**config.mk**
```make
export PLATFORM = sky130hd
export DESIGN_NAME = fault_watchdog
export DESIGN_NICKNAME = d
export VERILOG_FILES = /design/src/logic/wdg_pkg.sv /design/src/logic/fault_watchdog.sv /design/src/logic/wdg_prescaler.sv /design/src/logic/wdg_reset_pulse.sv
export VERILOG_INCLUDE_DIRS = /design/src /design/src/logic
export SDC_FILE = /design/constraint.sdc
export NUM_CORES = 1
export LEC_CHECK = 0
export ABC_AREA = 0
export ABC_CLOCK_PERIOD_IN_PS = 6150
export BUFFER_PORTS_ARGS = -buffer_cell sky130_fd_sc_hd__buf_2
export CELL_PAD_IN_SITES_DETAIL_PLACEMENT = 0
export CELL_PAD_IN_SITES_GLOBAL_PLACEMENT = 1
export CORE_ASPECT_RATIO = 1.75
export CORE_MARGIN = 2
export CORE_UTILIZATION = 42
export CTS_CLUSTER_DIAMETER = 100
export DETAILED_ROUTE_END_ITERATION = 10
export HOLD_SLACK_MARGIN = 0.02
export PLACE_DENSITY_LB_ADDON = 0.2
export SYNTH_ARGS = -nofsm -noshare
export SYNTH_HDL_FRONTEND = slang
export SYNTH_HIERARCHICAL = 1
export SYNTH_SLANG_ARGS = --single-unit
```
**constraint.sdc**
```tcl
create_clock -name clk -period 6.15 [get_ports clk]
set_input_delay 0.9225 -clock clk [delete_from_list [all_inputs] [get_ports clk]]
set_output_delay 0.9225 -clock clk [all_outputs]
set_load 0.005 [all_outputs]
```
**src/logic/wdg_consts.svh**
```systemverilog
/*
 Constants of the fault watchdog: register offsets, field positions,
 reset values and timing counts.
 Assumes a 250 MHz system clock that is also the machine-cycle rate.
*/
`ifndef WDG_CONSTS_SVH
`define WDG_CONSTS_SVH

// ==========================================
// Register map
`define WDG_CTRL_OFFSET 8'h24
`define WDG_STAT_OFFSET 8'h28
`define WDG_CTRL_RESET 8'h7F
`define WDG_ARM_BIT 7
`define WDG_TOP_BIT 6
`define WDG_EXPIRE_VAL 7'h40

// ==========================================
// Status register fields
`define WDG_STAT_PULSE_BIT 0
`define WDG_STAT_PIN_BIT 1
`define WDG_STAT_HALT_BIT 2
`define WDG_STAT_WAKE_BIT 3

// ==========================================
// Timing
`define WDG_CLK_PERIOD_PS 4000
`define WDG_PRESC_CYC 12288
`define WDG_RST_PULSE_US 30
`define WDG_RST_PULSE_CYC ((`WDG_RST_PULSE_US * 1000000) / `WDG_CLK_PERIOD_PS)
`define WDG_WAKE_CYC 4096

`endif

```
**src/logic/wdg_pkg.sv**
```systemverilog
/*
 Types shared by the fault watchdog files.
 Assumes nothing of its surroundings.
*/
package wdg_pkg;

    typedef struct packed {
        logic arm;
        logic [6:0] count;
    } wdgCtrl_t;

    typedef struct packed {
        logic hwWatchdog;
        logic resetOnHalt;
    } wdgOpt_t;

    typedef enum logic [1:0] {
        ST_RUN,
        ST_HALT,
        ST_WAKE
    } powerState_t;

endpackage : wdg_pkg

```
**src/logic/fault_watchdog.sv**
```systemverilog
/*
 Fault watchdog: control register, countdown, halt handling and the
 open-drain chip reset pin, reached over a classic Wishbone slave.
 Assumes haltExec and extWake are same-clock pulses from the core, the
 option bits are static levels, and resetPinIn comes from the pad.
*/
// Notes on behaviour
// - Count decrements once per 12288 machine cycles.
// - Armed 40h to 3Fh drives reset pulse.
// - After reset register reads 7Fh, disarmed.
// - Arm bit set by software, cleared by reset.
// - Arm set with top clear resets at once.
// - Hardware option makes watchdog always armed.
// - Wait mode leaves counting unchanged.
// - Halt with reset option while armed resets.
// - Halt freezes counter and blocks expiry resets.
// - After interrupt wake, wait 4096 clocks first.
// - Control at 24h: arm bit7, count 6:0.
`timescale 1ns/1ps
`include "wdg_consts.svh"

module fault_watchdog
    import wdg_pkg::*;
#(
    parameter int PRESC_CYC = `WDG_PRESC_CYC,
    parameter int RST_PULSE_CYC = `WDG_RST_PULSE_CYC
) (
    input wire logic clk,
    input wire logic rst,
    input wire logic cyc_i,
    input wire logic stb_i,
    input wire logic we_i,
    input wire logic [7:0] adr_i,
    input wire logic [3:0] sel_i,
    input wire logic [31:0] dat_i,
    output logic [31:0] dat_o,
    output logic ack_o,
    input wire wdgOpt_t options,
    input wire logic haltExec,
    input wire logic extWake,
    input wire logic resetPinIn,
    output logic resetPinOut,
    output logic resetPinOe
);
    // ==========================================
    // Address decoding

    function automatic logic hitWord(input logic [7:0] adr, input logic [7:0] off);
        hitWord = adr[7:2] == off[7:2];
    endfunction : hitWord

    logic ack_r;
    logic [31:0] dat_r;
    wdgCtrl_t ctrl_r;
    wdgCtrl_t ctrl_nxt;
    powerState_t state_r;
    powerState_t state_nxt;
    logic [12:0] wakeCnt_r;
    logic [2:0] pinSync_r;
    logic pinLevel_r;
    logic pulseActive;
    logic countTick;

    wire wbReq = cyc_i & stb_i;
    wire ctrlHit = hitWord(adr_i, `WDG_CTRL_OFFSET);
    wire statHit = hitWord(adr_i, `WDG_STAT_OFFSET);
    wire wrCtrl = wbReq & ack_r & we_i & sel_i[0] & ctrlHit;
    wire rdTake = wbReq & ~ack_r & ~we_i;

    // ==========================================
    // Wishbone slave

    wire [31:0] statWord = {
        28'h0000000,
        state_r == ST_WAKE,
        state_r == ST_HALT,
        pinLevel_r,
        pulseActive
    };
    wire [31:0] rdNxt = ctrlHit ? {24'h000000, ctrl_r} :
                        statHit ? statWord : 32'h00000000;

    always_ff @(posedge clk or posedge rst) begin
        if (rst) begin
            ack_r <= 1'b0;
        end else begin
            ack_r <= wbReq & ~ack_r;
        end
    end

    always_ff @(posedge clk or posedge rst) begin
        if (rst) begin
            dat_r <= 32'h00000000;
        end else if (rdTake) begin
            dat_r <= rdNxt;
        end
    end

    assign ack_o = ack_r;
    assign dat_o = dat_r;

    // ==========================================
    // Arming and reset causes

    wire armedEff = ctrl_r.arm | options.hwWatchdog;
    wire atExpire = ctrl_r.count == `WDG_EXPIRE_VAL;
    wire expire = armedEff & countTick & atExpire & ~wrCtrl;
    wire swReset = wrCtrl & (dat_i[`WDG_ARM_BIT] | armedEff)
                   & ~dat_i[`WDG_TOP_BIT];
    wire haltReset = haltExec & (state_r == ST_RUN)
                     & options.resetOnHalt & armedEff;
    wire fire = expire | swReset | haltReset;

    // ==========================================
    // Control register

    always_comb begin
        ctrl_nxt = ctrl_r;
        if (wrCtrl) begin
            ctrl_nxt.arm = ctrl_r.arm | dat_i[`WDG_ARM_BIT];
            ctrl_nxt.count = dat_i[6:0];
        end else if (countTick) begin
            ctrl_nxt.count = ctrl_r.count - 7'h01;
        end
    end

    always_ff @(posedge clk or posedge rst) begin
        if (rst) begin
            ctrl_r <= `WDG_CTRL_RESET;
        end else begin
            ctrl_r <= ctrl_nxt;
        end
    end

    // ==========================================
    // Prescaler; wait mode has no input here, so it never stalls counting

    wdg_prescaler #(
        .DIV(PRESC_CYC)
    ) u_presc (
        .clk(clk),
        .rst(rst),
        .enable(state_r == ST_RUN),
        .tick(countTick)
    );

    // ==========================================
    // Halt and wake sequencing

    wire wakeDone = wakeCnt_r == 13'(`WDG_WAKE_CYC - 1);

    always_comb begin
        state_nxt = state_r;
        case (state_r)
            ST_RUN: begin
                if (haltExec && !haltReset) begin
                    state_nxt = ST_HALT;
                end
            end
            ST_HALT: begin
                if (extWake) begin
                    state_nxt = ST_WAKE;
                end
            end
            ST_WAKE: begin
                if (wakeDone) begin
                    state_nxt = ST_RUN;
                end
            end
            default: begin
                state_nxt = ST_RUN;
            end
        endcase
    end

    always_ff @(posedge clk or posedge rst) begin
        if (rst) begin
            state_r <= ST_RUN;
        end else begin
            state_r <= state_nxt;
        end
    end

    always_ff @(posedge clk or posedge rst) begin
        if (rst) begin
            wakeCnt_r <= 13'h0000;
        end else if (state_r == ST_WAKE) begin
            wakeCnt_r <= wakeCnt_r + 13'h0001;
        end else begin
            wakeCnt_r <= 13'h0000;
        end
    end

    // ==========================================
    // Reset pin drive and sampling

    wdg_reset_pulse #(
        .LEN(RST_PULSE_CYC)
    ) u_pulse (
        .clk(clk),
        .rst(rst),
        .fire(fire),
        .active(pulseActive)
    );

    assign resetPinOut = 1'b0;
    assign resetPinOe = pulseActive;

    always_ff @(posedge clk or posedge rst) begin
        if (rst) begin
            pinSync_r <= 3'h7;
        end else begin
            pinSync_r <= {pinSync_r[1:0], resetPinIn};
        end
    end

    always_ff @(posedge clk or posedge rst) begin
        if (rst) begin
            pinLevel_r <= 1'b1;
        end else if (pinSync_r[1] == pinSync_r[2]) begin
            pinLevel_r <= pinSync_r[2];
        end
    end
endmodule : fault_watchdog

```
**src/logic/wdg_prescaler.sv**
```systemverilog
/*
 Prescaler: one-cycle tick every DIV enabled clock cycles.
 Assumes enable comes from logic on the same clock; count holds while low.
*/
`timescale 1ns/1ps

module wdg_prescaler #(
    parameter int DIV = 12288
) (
    input wire logic clk,
    input wire logic rst,
    input wire logic enable,
    output logic tick
);
    localparam int W = $clog2(DIV);

    logic [W-1:0] cnt_r;
    logic [W-1:0] cnt_nxt;
    wire atLast = cnt_r == W'(DIV - 1);

    assign tick = enable & atLast;
    assign cnt_nxt = atLast ? '0 : cnt_r + W'(1);

    always_ff @(posedge clk or posedge rst) begin
        if (rst) begin
            cnt_r <= '0;
        end else if (enable) begin
            cnt_r <= cnt_nxt;
        end
    end
endmodule : wdg_prescaler

```
**src/logic/wdg_reset_pulse.sv**
```systemverilog
/*
 Reset pulse stretcher: a fire pulse starts an active window of LEN cycles.
 Assumes fire is a same-clock pulse; fires during a window are ignored.
*/
`timescale 1ns/1ps

module wdg_reset_pulse #(
    parameter int LEN = 7500
) (
    input wire logic clk,
    input wire logic rst,
    input wire logic fire,
    output logic active
);
    localparam int W = $clog2(LEN + 1);

    logic active_r;
    logic [W-1:0] cnt_r;
    wire lastCyc = cnt_r == W'(LEN - 1);

    assign active = active_r;

    always_ff @(posedge clk or posedge rst) begin
        if (rst) begin
            active_r <= 1'b0;
            cnt_r <= '0;
        end else if (!active_r) begin
            active_r <= fire;
            cnt_r <= '0;
        end else begin
            active_r <= !lastCyc;
            cnt_r <= cnt_r + W'(1);
        end
    end
endmodule : wdg_reset_pulse

```
# ---- After elaboration in Yosys (flattened, before gate mapping)
# Cells that the tools add are included.
dict set report word_totals {
  wordCells 70
  output_inout_bits 35
  regBits 88
}
dict set report op_classes {
  n_mux 12
  n_reduce_logical 6
  eq_ne 12
  n_bitwise 25
  addsub 4
}
# cell n
set ops {}
lappend ops {{13-bit by 1-bit adder with 13-bit output, second input constant} 2}
lappend ops {{13-bit two-way mux} 2}
lappend ops {{1-bit AND} 16}
lappend ops {{14-bit by 1-bit adder with 14-bit output, second input constant} 1}
lappend ops {{14-bit == test, second input constant} 1}
lappend ops {{14-bit two-way mux} 1}
lappend ops {{7-bit two-way mux} 2}
lappend ops {{13-bit by 12-bit == test with 1-bit output, second input constant} 1}
lappend ops {{13-bit == test, second input constant} 1}
lappend ops {{6-bit by 4-bit == test with 1-bit output, second input constant} 2}
lappend ops {{8-bit two-way mux} 1}
lappend ops {{7-bit == test, second input constant} 1}
lappend ops {{7-bit by 1-bit subtractor with 7-bit output, second input constant} 1}
lappend ops {{2-bit two-way mux} 3}
lappend ops {{2-bit one-hot mux with 3 select lines} 1}
lappend ops {{1-bit OR} 5}
lappend ops {{4-bit two-way mux} 1}
lappend ops {{2-bit inequality test, second input constant} 2}
lappend ops {{1-bit inverter} 4}
lappend ops {{3-bit AND reduction} 1}
lappend ops {{2-bit by 1-bit == test with 1-bit output, second input constant} 1}
lappend ops {{2-bit == test, second input constant} 1}
lappend ops {{1-bit zero test} 2}
lappend ops {{2-bit zero test} 1}
lappend ops {{5 further kinds} 5}

# ---- Logic depth before layout (Yosys ltp)
# Gate-level depths: netlist of the first run.
dict set report depth {
  ltp_word 10
  depth_mapped 11
  ltp_nobuf 10
}

# ---- By module
# The synthesis of the first run kept the hierarchy.
# module cells_each n_inst area_per_inst_um2
set by_module_without_submodules {}
lappend by_module_without_submodules {fault_watchdog 191 1 1868.0}
lappend by_module_without_submodules {wdg_reset_pulse 69 1 688.2}
lappend by_module_without_submodules {wdg_prescaler 70 1 681.9}

# ---- Worst setup path before layout of the first run
# Ideal clock, no wire load.
dict set report synth_path {
  kind {register -> register}
  start {reg state_r[0]}
  end {reg u_pulse.active_r (netlist: u_pulse/active)}
  arrival_time_ps 2716
  required_time_ps 6062
  slack_ps 3346
  setup_ps 88
  path_stages_with_launch 12
  path_buffers 1
  path_cell_list {dfrtp_1 nor2_1 nand2_1 or3_1 buf_2 nor3_2 nor3b_1 and4_1 o21ai_0 o221ai_1 nor2_1 a41oi_1}
}
dict set report synth_via {
  elab_chain_cells 8
}
# item line
set synth_lines {}
lappend synth_lines {{from (decl)} fault_watchdog.sv:56} ;# powerState_t state_r;
lappend synth_lines {{from (signal assigned)} fault_watchdog.sv:180} ;# state_r <= state_nxt;
lappend synth_lines {{2-bit zero test} fault_watchdog.sv:143} ;# .enable(state_r == ST_RUN),
lappend synth_lines {{1-bit AND} wdg_prescaler.sv:21} ;# assign tick = enable & atLast;
lappend synth_lines {{via countTick} fault_watchdog.sv:62} ;# logic countTick;
lappend synth_lines {{1-bit AND (3 in series)} fault_watchdog.sv:107} ;# wire expire = armedEff & countTick & atExpire & ~wrCtrl;
lappend synth_lines {{1-bit OR (2 in series)} fault_watchdog.sv:112} ;# wire fire = expire | swReset | haltReset;
lappend synth_lines {{via fire} fault_watchdog.sv:112}
lappend synth_lines {{1-bit two-way mux} wdg_reset_pulse.sv:27} ;# end else if (!active_r) begin
lappend synth_lines {{to (signal assigned)} wdg_reset_pulse.sv:28} ;# active_r <= fire;
lappend synth_lines {{to (signal assigned)} wdg_reset_pulse.sv:31} ;# active_r <= !lastCyc;
lappend synth_lines {{to (decl)} wdg_reset_pulse.sv:17} ;# logic active_r;
# The timed path passes the listed nets, and every way through them passes these cells.
# A chain may end at the register's enable or synchronous reset.

# ---- Worst setup path in the final report of the first run
# Ends and elaborated chain as after synthesis.

==> impl_metrics.yaml, run 1 <==
critical_path:
  reg2reg_depth: 11
  slowest_delay_ns: 0.50
  critical_path.startpoint_type: "register"
  worstSetupEndpointType: "register"
  critical_path_cell_count: 11
  cp_max_fo: 12
  worst_path_dominant_cell_family: "simple AND/OR/NAND/NOR gates"
  cp_cell_sequence: "nor2_1 > nand2_1 > or3_1 > nor3_2 > buf_4 > nor3b_1 > and4_1 > o21ai_0 > o221ai_1 > nor2_1 > a41oi_1"
  worst_path_class_setup: "register to register"
  crit_path_arrival_time_ns: 3.26
  timing.critical_path.mode_cell: "sky130_fd_sc_hd__nor2_1"
  cp_data_required_time_ns: 6.39
  crit_buf_inv: 1
  critPathSlowestCell: "sky130_fd_sc_hd__or3_1"
synth:
  post_synth.cell_area_avg_um2: 9.812
  post_synth_num_cell_types: 48
  synth_most_common_cell: "sky130_fd_sc_hd__dfrtp_1"
  synth_cells: 330
  synth_warnings: 6
  ys_ff_latch: 64
  synth.yosys.seq_area_share: 0.4988
  netlist_top_cells_area: "sky130_fd_sc_hd__dfrtp_1 41%, sky130_fd_sc_hd__dfstp_2 8.9%, sky130_fd_sc_hd__buf_4 5.8%"
  async_flop_share: 1.000
  synth_flop_cell: "sky130_fd_sc_hd__dfrtp_1"
  post-synth-top-area-cell: "sky130_fd_sc_hd__dfrtp_1"
  post_synth_instance_area_mm2: 0.003238
  synth_enable_flop_cells: 0
  synth_largest_type_area_fraction: 0.4096
  yosys-top-cells-count: "53 x sky130_fd_sc_hd__dfrtp_1, 42 x sky130_fd_sc_hd__nor2_1, 26 x sky130_fd_sc_hd__nand2_1"
sta:
  max_freq_mhz: 331.4
  final.setup.tns_ns: 0
  timing.slew.headroom: 0.6299
  clock-skew-final_ns: 0.007638
  timing_hold_violations_final: 0
  maxSlewViolCount: 0
  layout_worst_path_cycle_share: 0.4906
  setup_repair_after_global_routing_missed_its_margin: "false"
  tightest_slew_ns: 0.5545
  fin_worst_hold_slack_ns: 0.3674
  timing.final.setup_violations: 0
  finalCriticalPeriod_ns: 3.017
routing:
  drt_first_pass_iters: 4
  vias: 2418
  dr.first_iter.drc_count: 111
  totalWireLength_um: 6356
  antenna_violating_nets_post_route: 0
  drc: 0
  via_per_inst: 5.222
  route.detailed.wl_per_inst_um: 13.73
placement:
  count_of_input_and_output_buffers: 34
  detailedPlacementHpwl_um: 4618
  gpl.final_weighted_congestion: 0.8342
global_route:
  use_met2: 0.2930
  first_global_vias: 2389
  globalRoute.totalOverflow: 0
  first_pass_grt_wire_length_um: 10860
  globalRoute.busiestLayer: "met2"
  grtUsageMet3: 0.04114
  groute.usage.overall: 0.1660
  largest_net_degree_at_the_start_of_global_routing: 37
  grt_use_met1: 0.1774
  initial_antenna_violation_count: 0
floorplanning:
  die_h_um: 120.2
  rows: 42
  num_ports: 89
  die_width_um: 70.38
  core_area_mm2: 0.007515
  dieArea_mm2: 0.008456
  start_util: 0.4309
worst_hold_path:
  holdCritPathClass: "register to register"
  timing.hold.worst_path_depth: 0
clocking:
  max_h_tree_level: 3
  post_cts_buffers: 0
  clock_path_buffers: 2
  tritoncts.num_buffers: 9
  hold_buffers: 0
  clock_tree_from_tritoncts: "built"
  post_cts.resized_instances: 0
  clk_pin_slew_worst_paths_ns: 0.06
  clk_root_buffer_cell: "sky130_fd_sc_hd__clkbuf_16"
  clk_latency_ns: 0.33
  clock_sinks: 64
power_and_ir_drop:
  power.leakage_nw: 1.627
  ir_drop_uv: 164.5
  totalPowerFinal_mw: 1.259
  power_density_mw_per_mm2: 337.4
finish:
  design.final.nets: 429
  area_used_by_multi_input_combinational_logic_mm2: 0.001433
  n_fill_cell: 737
  drive_above_1_share: 0.1893
  diodes: 0
  register_area_mm2: 0.001615
  syn2layout_area_growth_pct: 15.26
status:
  outcome: "completed"
job:
  maxCapViolations: 0
==> flip-flops by register name, summed over array words and instances, names as in the netlist <==
register / flops
pinSync_r: 3
ctrl_r: 8
ack_o: 1
state_r: 2
wakeCnt_r: 13
dat_o: 8
pinLevel_r: 1
u_presc/cnt_r: 14
u_pulse/cnt_r: 13
u_pulse/active: 1
==> cell usage in the layout, fill, tap and decap left out, drive strengths merged, types with 11 or more instances in the layout <==
cell type and n:
buf 36, dfstp 11, xnor2 17, dfrtp 53, inv 17, nor2 42
conb 25, nand2 26, nand3 12, a21oi 16
==> logic make-up after synthesis <==
| kind of cell | share of synthesized area |
|---|---|
| xor+xnor | 0.07303 |
| compound gates | 0.09120 |
| mux | 0.01623 |
| flops | 0.4988 |
| buf+inv | 0.08655 |
| simple gates | 0.2106 |
| other cells | 0.001158 |
| fa+ha+maj | 0.02241 |
==> worst paths after layout <==
kind | endpoint | startpoint | slack [ns]
worst max-delay path | u_pulse/active | state_r[0] | 3.13
worst min-delay path | pinSync_r[2] | pinSync_r[1] | 0.37
worst max register to register | u_pulse/active | state_r[0] | 3.13
worst min register to register | pinSync_r[2] | pinSync_r[1] | 0.37
max in group asynchronous | ctrl_r[3] | rst | 5.08
min in group asynchronous | u_presc/cnt_r[6] | rst | 0.65
==> metal layers <==
layer | up-vias | wire length (um)
li1 | 1180 | -
met1 | 1183 | 2521
met2 | 43 | 3448
met3 | 12 | 226
met4 | 0 | 160
met5 | - | 0
==> through the flow <==
step / utilization / setup slack [ns] / cell area, um2 / cells
2_1_floorplan: - / 3.346 / 3328 / 354
3_3_place_gp: 0.4539 / 2.962 / 3411 / 447
3_5_place_dp: 0.4539 / 2.952 / 3411 / 447
4_1_cts: 0.4967 / 3.121 / 3732 / 463
5_1_grt: 0.4967 / 2.860 / 3732 / 463
6_report: 0.4967 / 3.133 / 3732 / 463
==> cell type report <==
| cell class | count | area share |
|---|---|---|
| well taps | 88 | 0.02950 |
| clock buffers | 9 | 0.06034 |
| clock inverters | 7 | 0.02581 |
| inverters | 18 | 0.01810 |
| flip-flops and latches | 64 | 0.4328 |
| multi-input cells | 241 | 0.3838 |
| repair buffers | 36 | 0.04961 |
==> power by group <==
group	total (mW)	internal (mW)	switching, mW	leakage, nW
combinational	0.176	0.0738	0.102	0.657
sequential	0.543	0.479	0.0643	0.822
clock	0.540	0.354	0.186	0.148
total	1.26	0.907	0.353	1.63
Note: power is estimated with default switching activity, not from simulation.
==> run 2: changes to the inputs <==
ABC_CLOCK_PERIOD_IN_PS = 3000   (was 6150)
CORE_UTILIZATION = 39   (was 42)
clock period = 3 ns   (was 6.15 ns; I/O delays follow)
==> run 2 against run 1 <==
- global-route usage is 0.67 points lower
- combinational power is 110% higher
- routed wire length is 0.87% higher
- clock power is 100% higher
- critical path depth is 1 lower
- hold slack worse by 0.18 ns
- sequential cell count stayed put
- critical endpoint unchanged
- largest cell class unchanged
==> impl_metrics.yaml, run 2 (same netlist as run 1, synthesis figures left out) <==
placement:
  gpl.final_weighted_congestion: 0.7481
  count_of_input_and_output_buffers: 34
  detailedPlacementHpwl_um: 4881
sta:
  setup_repair_after_global_routing_missed_its_margin: "false"
  finalCriticalPeriod_ns: 2.651
  timing_hold_violations_final: 0
  layout_worst_path_cycle_share: 0.8836
  fin_worst_hold_slack_ns: 0.1900
  clock-skew-final_ns: 0.008042
  tightest_slew_ns: 0.5508
  timing.slew.headroom: 0.6324
  timing.final.setup_violations: 0
  maxSlewViolCount: 0
  final.setup.tns_ns: 0
  max_freq_mhz: 377.3
clocking:
  post_cts.resized_instances: 0
  clk_latency_ns: 0.33
  clock_tree_from_tritoncts: "built"
  clock_path_buffers: 2
  clk_root_buffer_cell: "sky130_fd_sc_hd__clkbuf_16"
  hold_buffers: 0
  post_cts_buffers: 0
  max_h_tree_level: 3
  clock_sinks: 64
  tritoncts.num_buffers: 9
  clk_pin_slew_worst_paths_ns: 0.05
floorplanning:
  num_ports: 89
  die_width_um: 72.88
  core_area_mm2: 0.008203
  start_util: 0.3948
  rows: 44
  die_h_um: 124.5
  dieArea_mm2: 0.009076
routing:
  route.detailed.wl_per_inst_um: 13.67
  antenna_violating_nets_post_route: 0
  drc: 0
  totalWireLength_um: 6411
  via_per_inst: 5.066
  vias: 2376
  dr.first_iter.drc_count: 62
  drt_first_pass_iters: 4
worst_hold_path:
  holdCritPathClass: "input pin to asynchronous set/reset pin"
critical_path:
  cp_data_required_time_ns: 3.24
  crit_path_arrival_time_ns: 2.89
  worstSetupEndpointType: "register"
  critical_path.startpoint_type: "register"
  worst_path_class_setup: "register to register"
  cp_max_fo: 7
power_and_ir_drop:
  ir_drop_uv: 390.3
  power_density_mw_per_mm2: 684.0
  power.leakage_nw: 1.647
finish:
  diodes: 0
  register_containing_the_most_flip_flops_in_the_final_layout: "u_presc/cnt_r"
  design.final.nets: 431
  syn2layout_area_growth_pct: 15.80
  layout_top_registers: "u_presc/cnt_r x14, u_pulse/cnt_r x13, wakeCnt_r x13"
  mostFrequentLayoutCell: "sky130_fd_sc_hd__dfrtp_1"
  layout.cells.most_common_list: "53 x sky130_fd_sc_hd__dfrtp_1, 42 x sky130_fd_sc_hd__nor2_1, 34 x sky130_fd_sc_hd__buf_2, 26 x sky130_fd_sc_hd__nand2_1, 25 x sky130_fd_sc_hd__conb_1"
  largest_register_ff_count: 14
  drive_above_1_share: 0.1910
global_route:
  groute.usage.overall: 0.1593
  largest_net_degree_at_the_start_of_global_routing: 37
  first_global_vias: 2409
  first_pass_grt_wire_length_um: 11090
  initial_antenna_violation_count: 0
  globalRoute.totalOverflow: 0
job:
  maxCapViolations: 0
status:
  outcome: "completed"
-- run 2: cell count changes in the layout (fill, tap and decap cells not counted), sizes merged --
cell and change:
clkinv -1, bufinv -1, clkinvlp -3, buf +2, clkbuf +5
-- run 2: area by class of cell --
type / instances / area (um2)
flip-flops and latches: 64 / 1615
clock buffers: 14 / 284.0
clock inverters: 2 / 35.03
inverters: 18 / 67.56
multi-input cells: 241 / 1433
repair buffers: 38 / 200.2
well taps: 92 / 115.1
fillers: 819 / 4453
-- run 2: final timing paths --
check | endpoint | slack, ns | cells after the start | startpoint
hold reg to reg | pinSync_r[1] | 0.36 | 0 | pinSync_r[0]
min in group clk | pinSync_r[0] | 0.22 | 1 | resetPinIn
max in group asynchronous | pinLevel_r | 2.40 | 3 | rst
setup reg to reg | u_pulse/active | 0.35 | 10 | state_r[0]
setup / recovery | u_pulse/active | 0.35 | 10 | state_r[0]
hold / removal | u_pulse/cnt_r[12] | 0.19 | 2 | rst
-- run 2: report_power, final --
part	internal (mW)	switching [mW]	total (mW)
registers	0.982	0.130	1.11
clock network	0.732	0.355	1.09
logic	0.160	0.207	0.367
-- run 2: routing by layer --
layer	vias to the layer above	global-route usage	wire length, um
met3	12	0.04450	214
li1	1192	-	-
met4	0	0.07516	144
met5	-	0	0
met1	1139	0.1750	2551
met2	33	0.2743	3501
-- run 2: worst max-delay path, cell delays in order, from the launching register on --
cell and delay (ns):
sky130_fd_sc_hd__dfrtp_1 0.43, sky130_fd_sc_hd__nor2_1 0.18, sky130_fd_sc_hd__nand2_1 0.10, sky130_fd_sc_hd__or3_1 0.48, sky130_fd_sc_hd__nor3_2 0.27, sky130_fd_sc_hd__nor3b_1 0.34, sky130_fd_sc_hd__and4_1 0.23, sky130_fd_sc_hd__o21ai_0 0.07
sky130_fd_sc_hd__o221ai_1 0.21, sky130_fd_sc_hd__nor2_1 0.07, sky130_fd_sc_hd__a41oi_1 0.16
-- run 2: stage by stage --
step / util / area, um2 / std cells / total power, mW / worst slack [ns]
after floorplan: - / 3328 / 354 / 1.394 / 0.1960
after global routing: 0.4571 / 3750 / 469 / 2.733 / 0.01750
after detailed placement: 0.4182 / 3431 / 453 / 1.503 / 0.3116
final: 0.4571 / 3750 / 469 / 2.565 / 0.3493
after global placement: 0.4182 / 3431 / 453 / 1.494 / 0.3162
after CTS: 0.4571 / 3750 / 469 / 2.608 / 0.2865
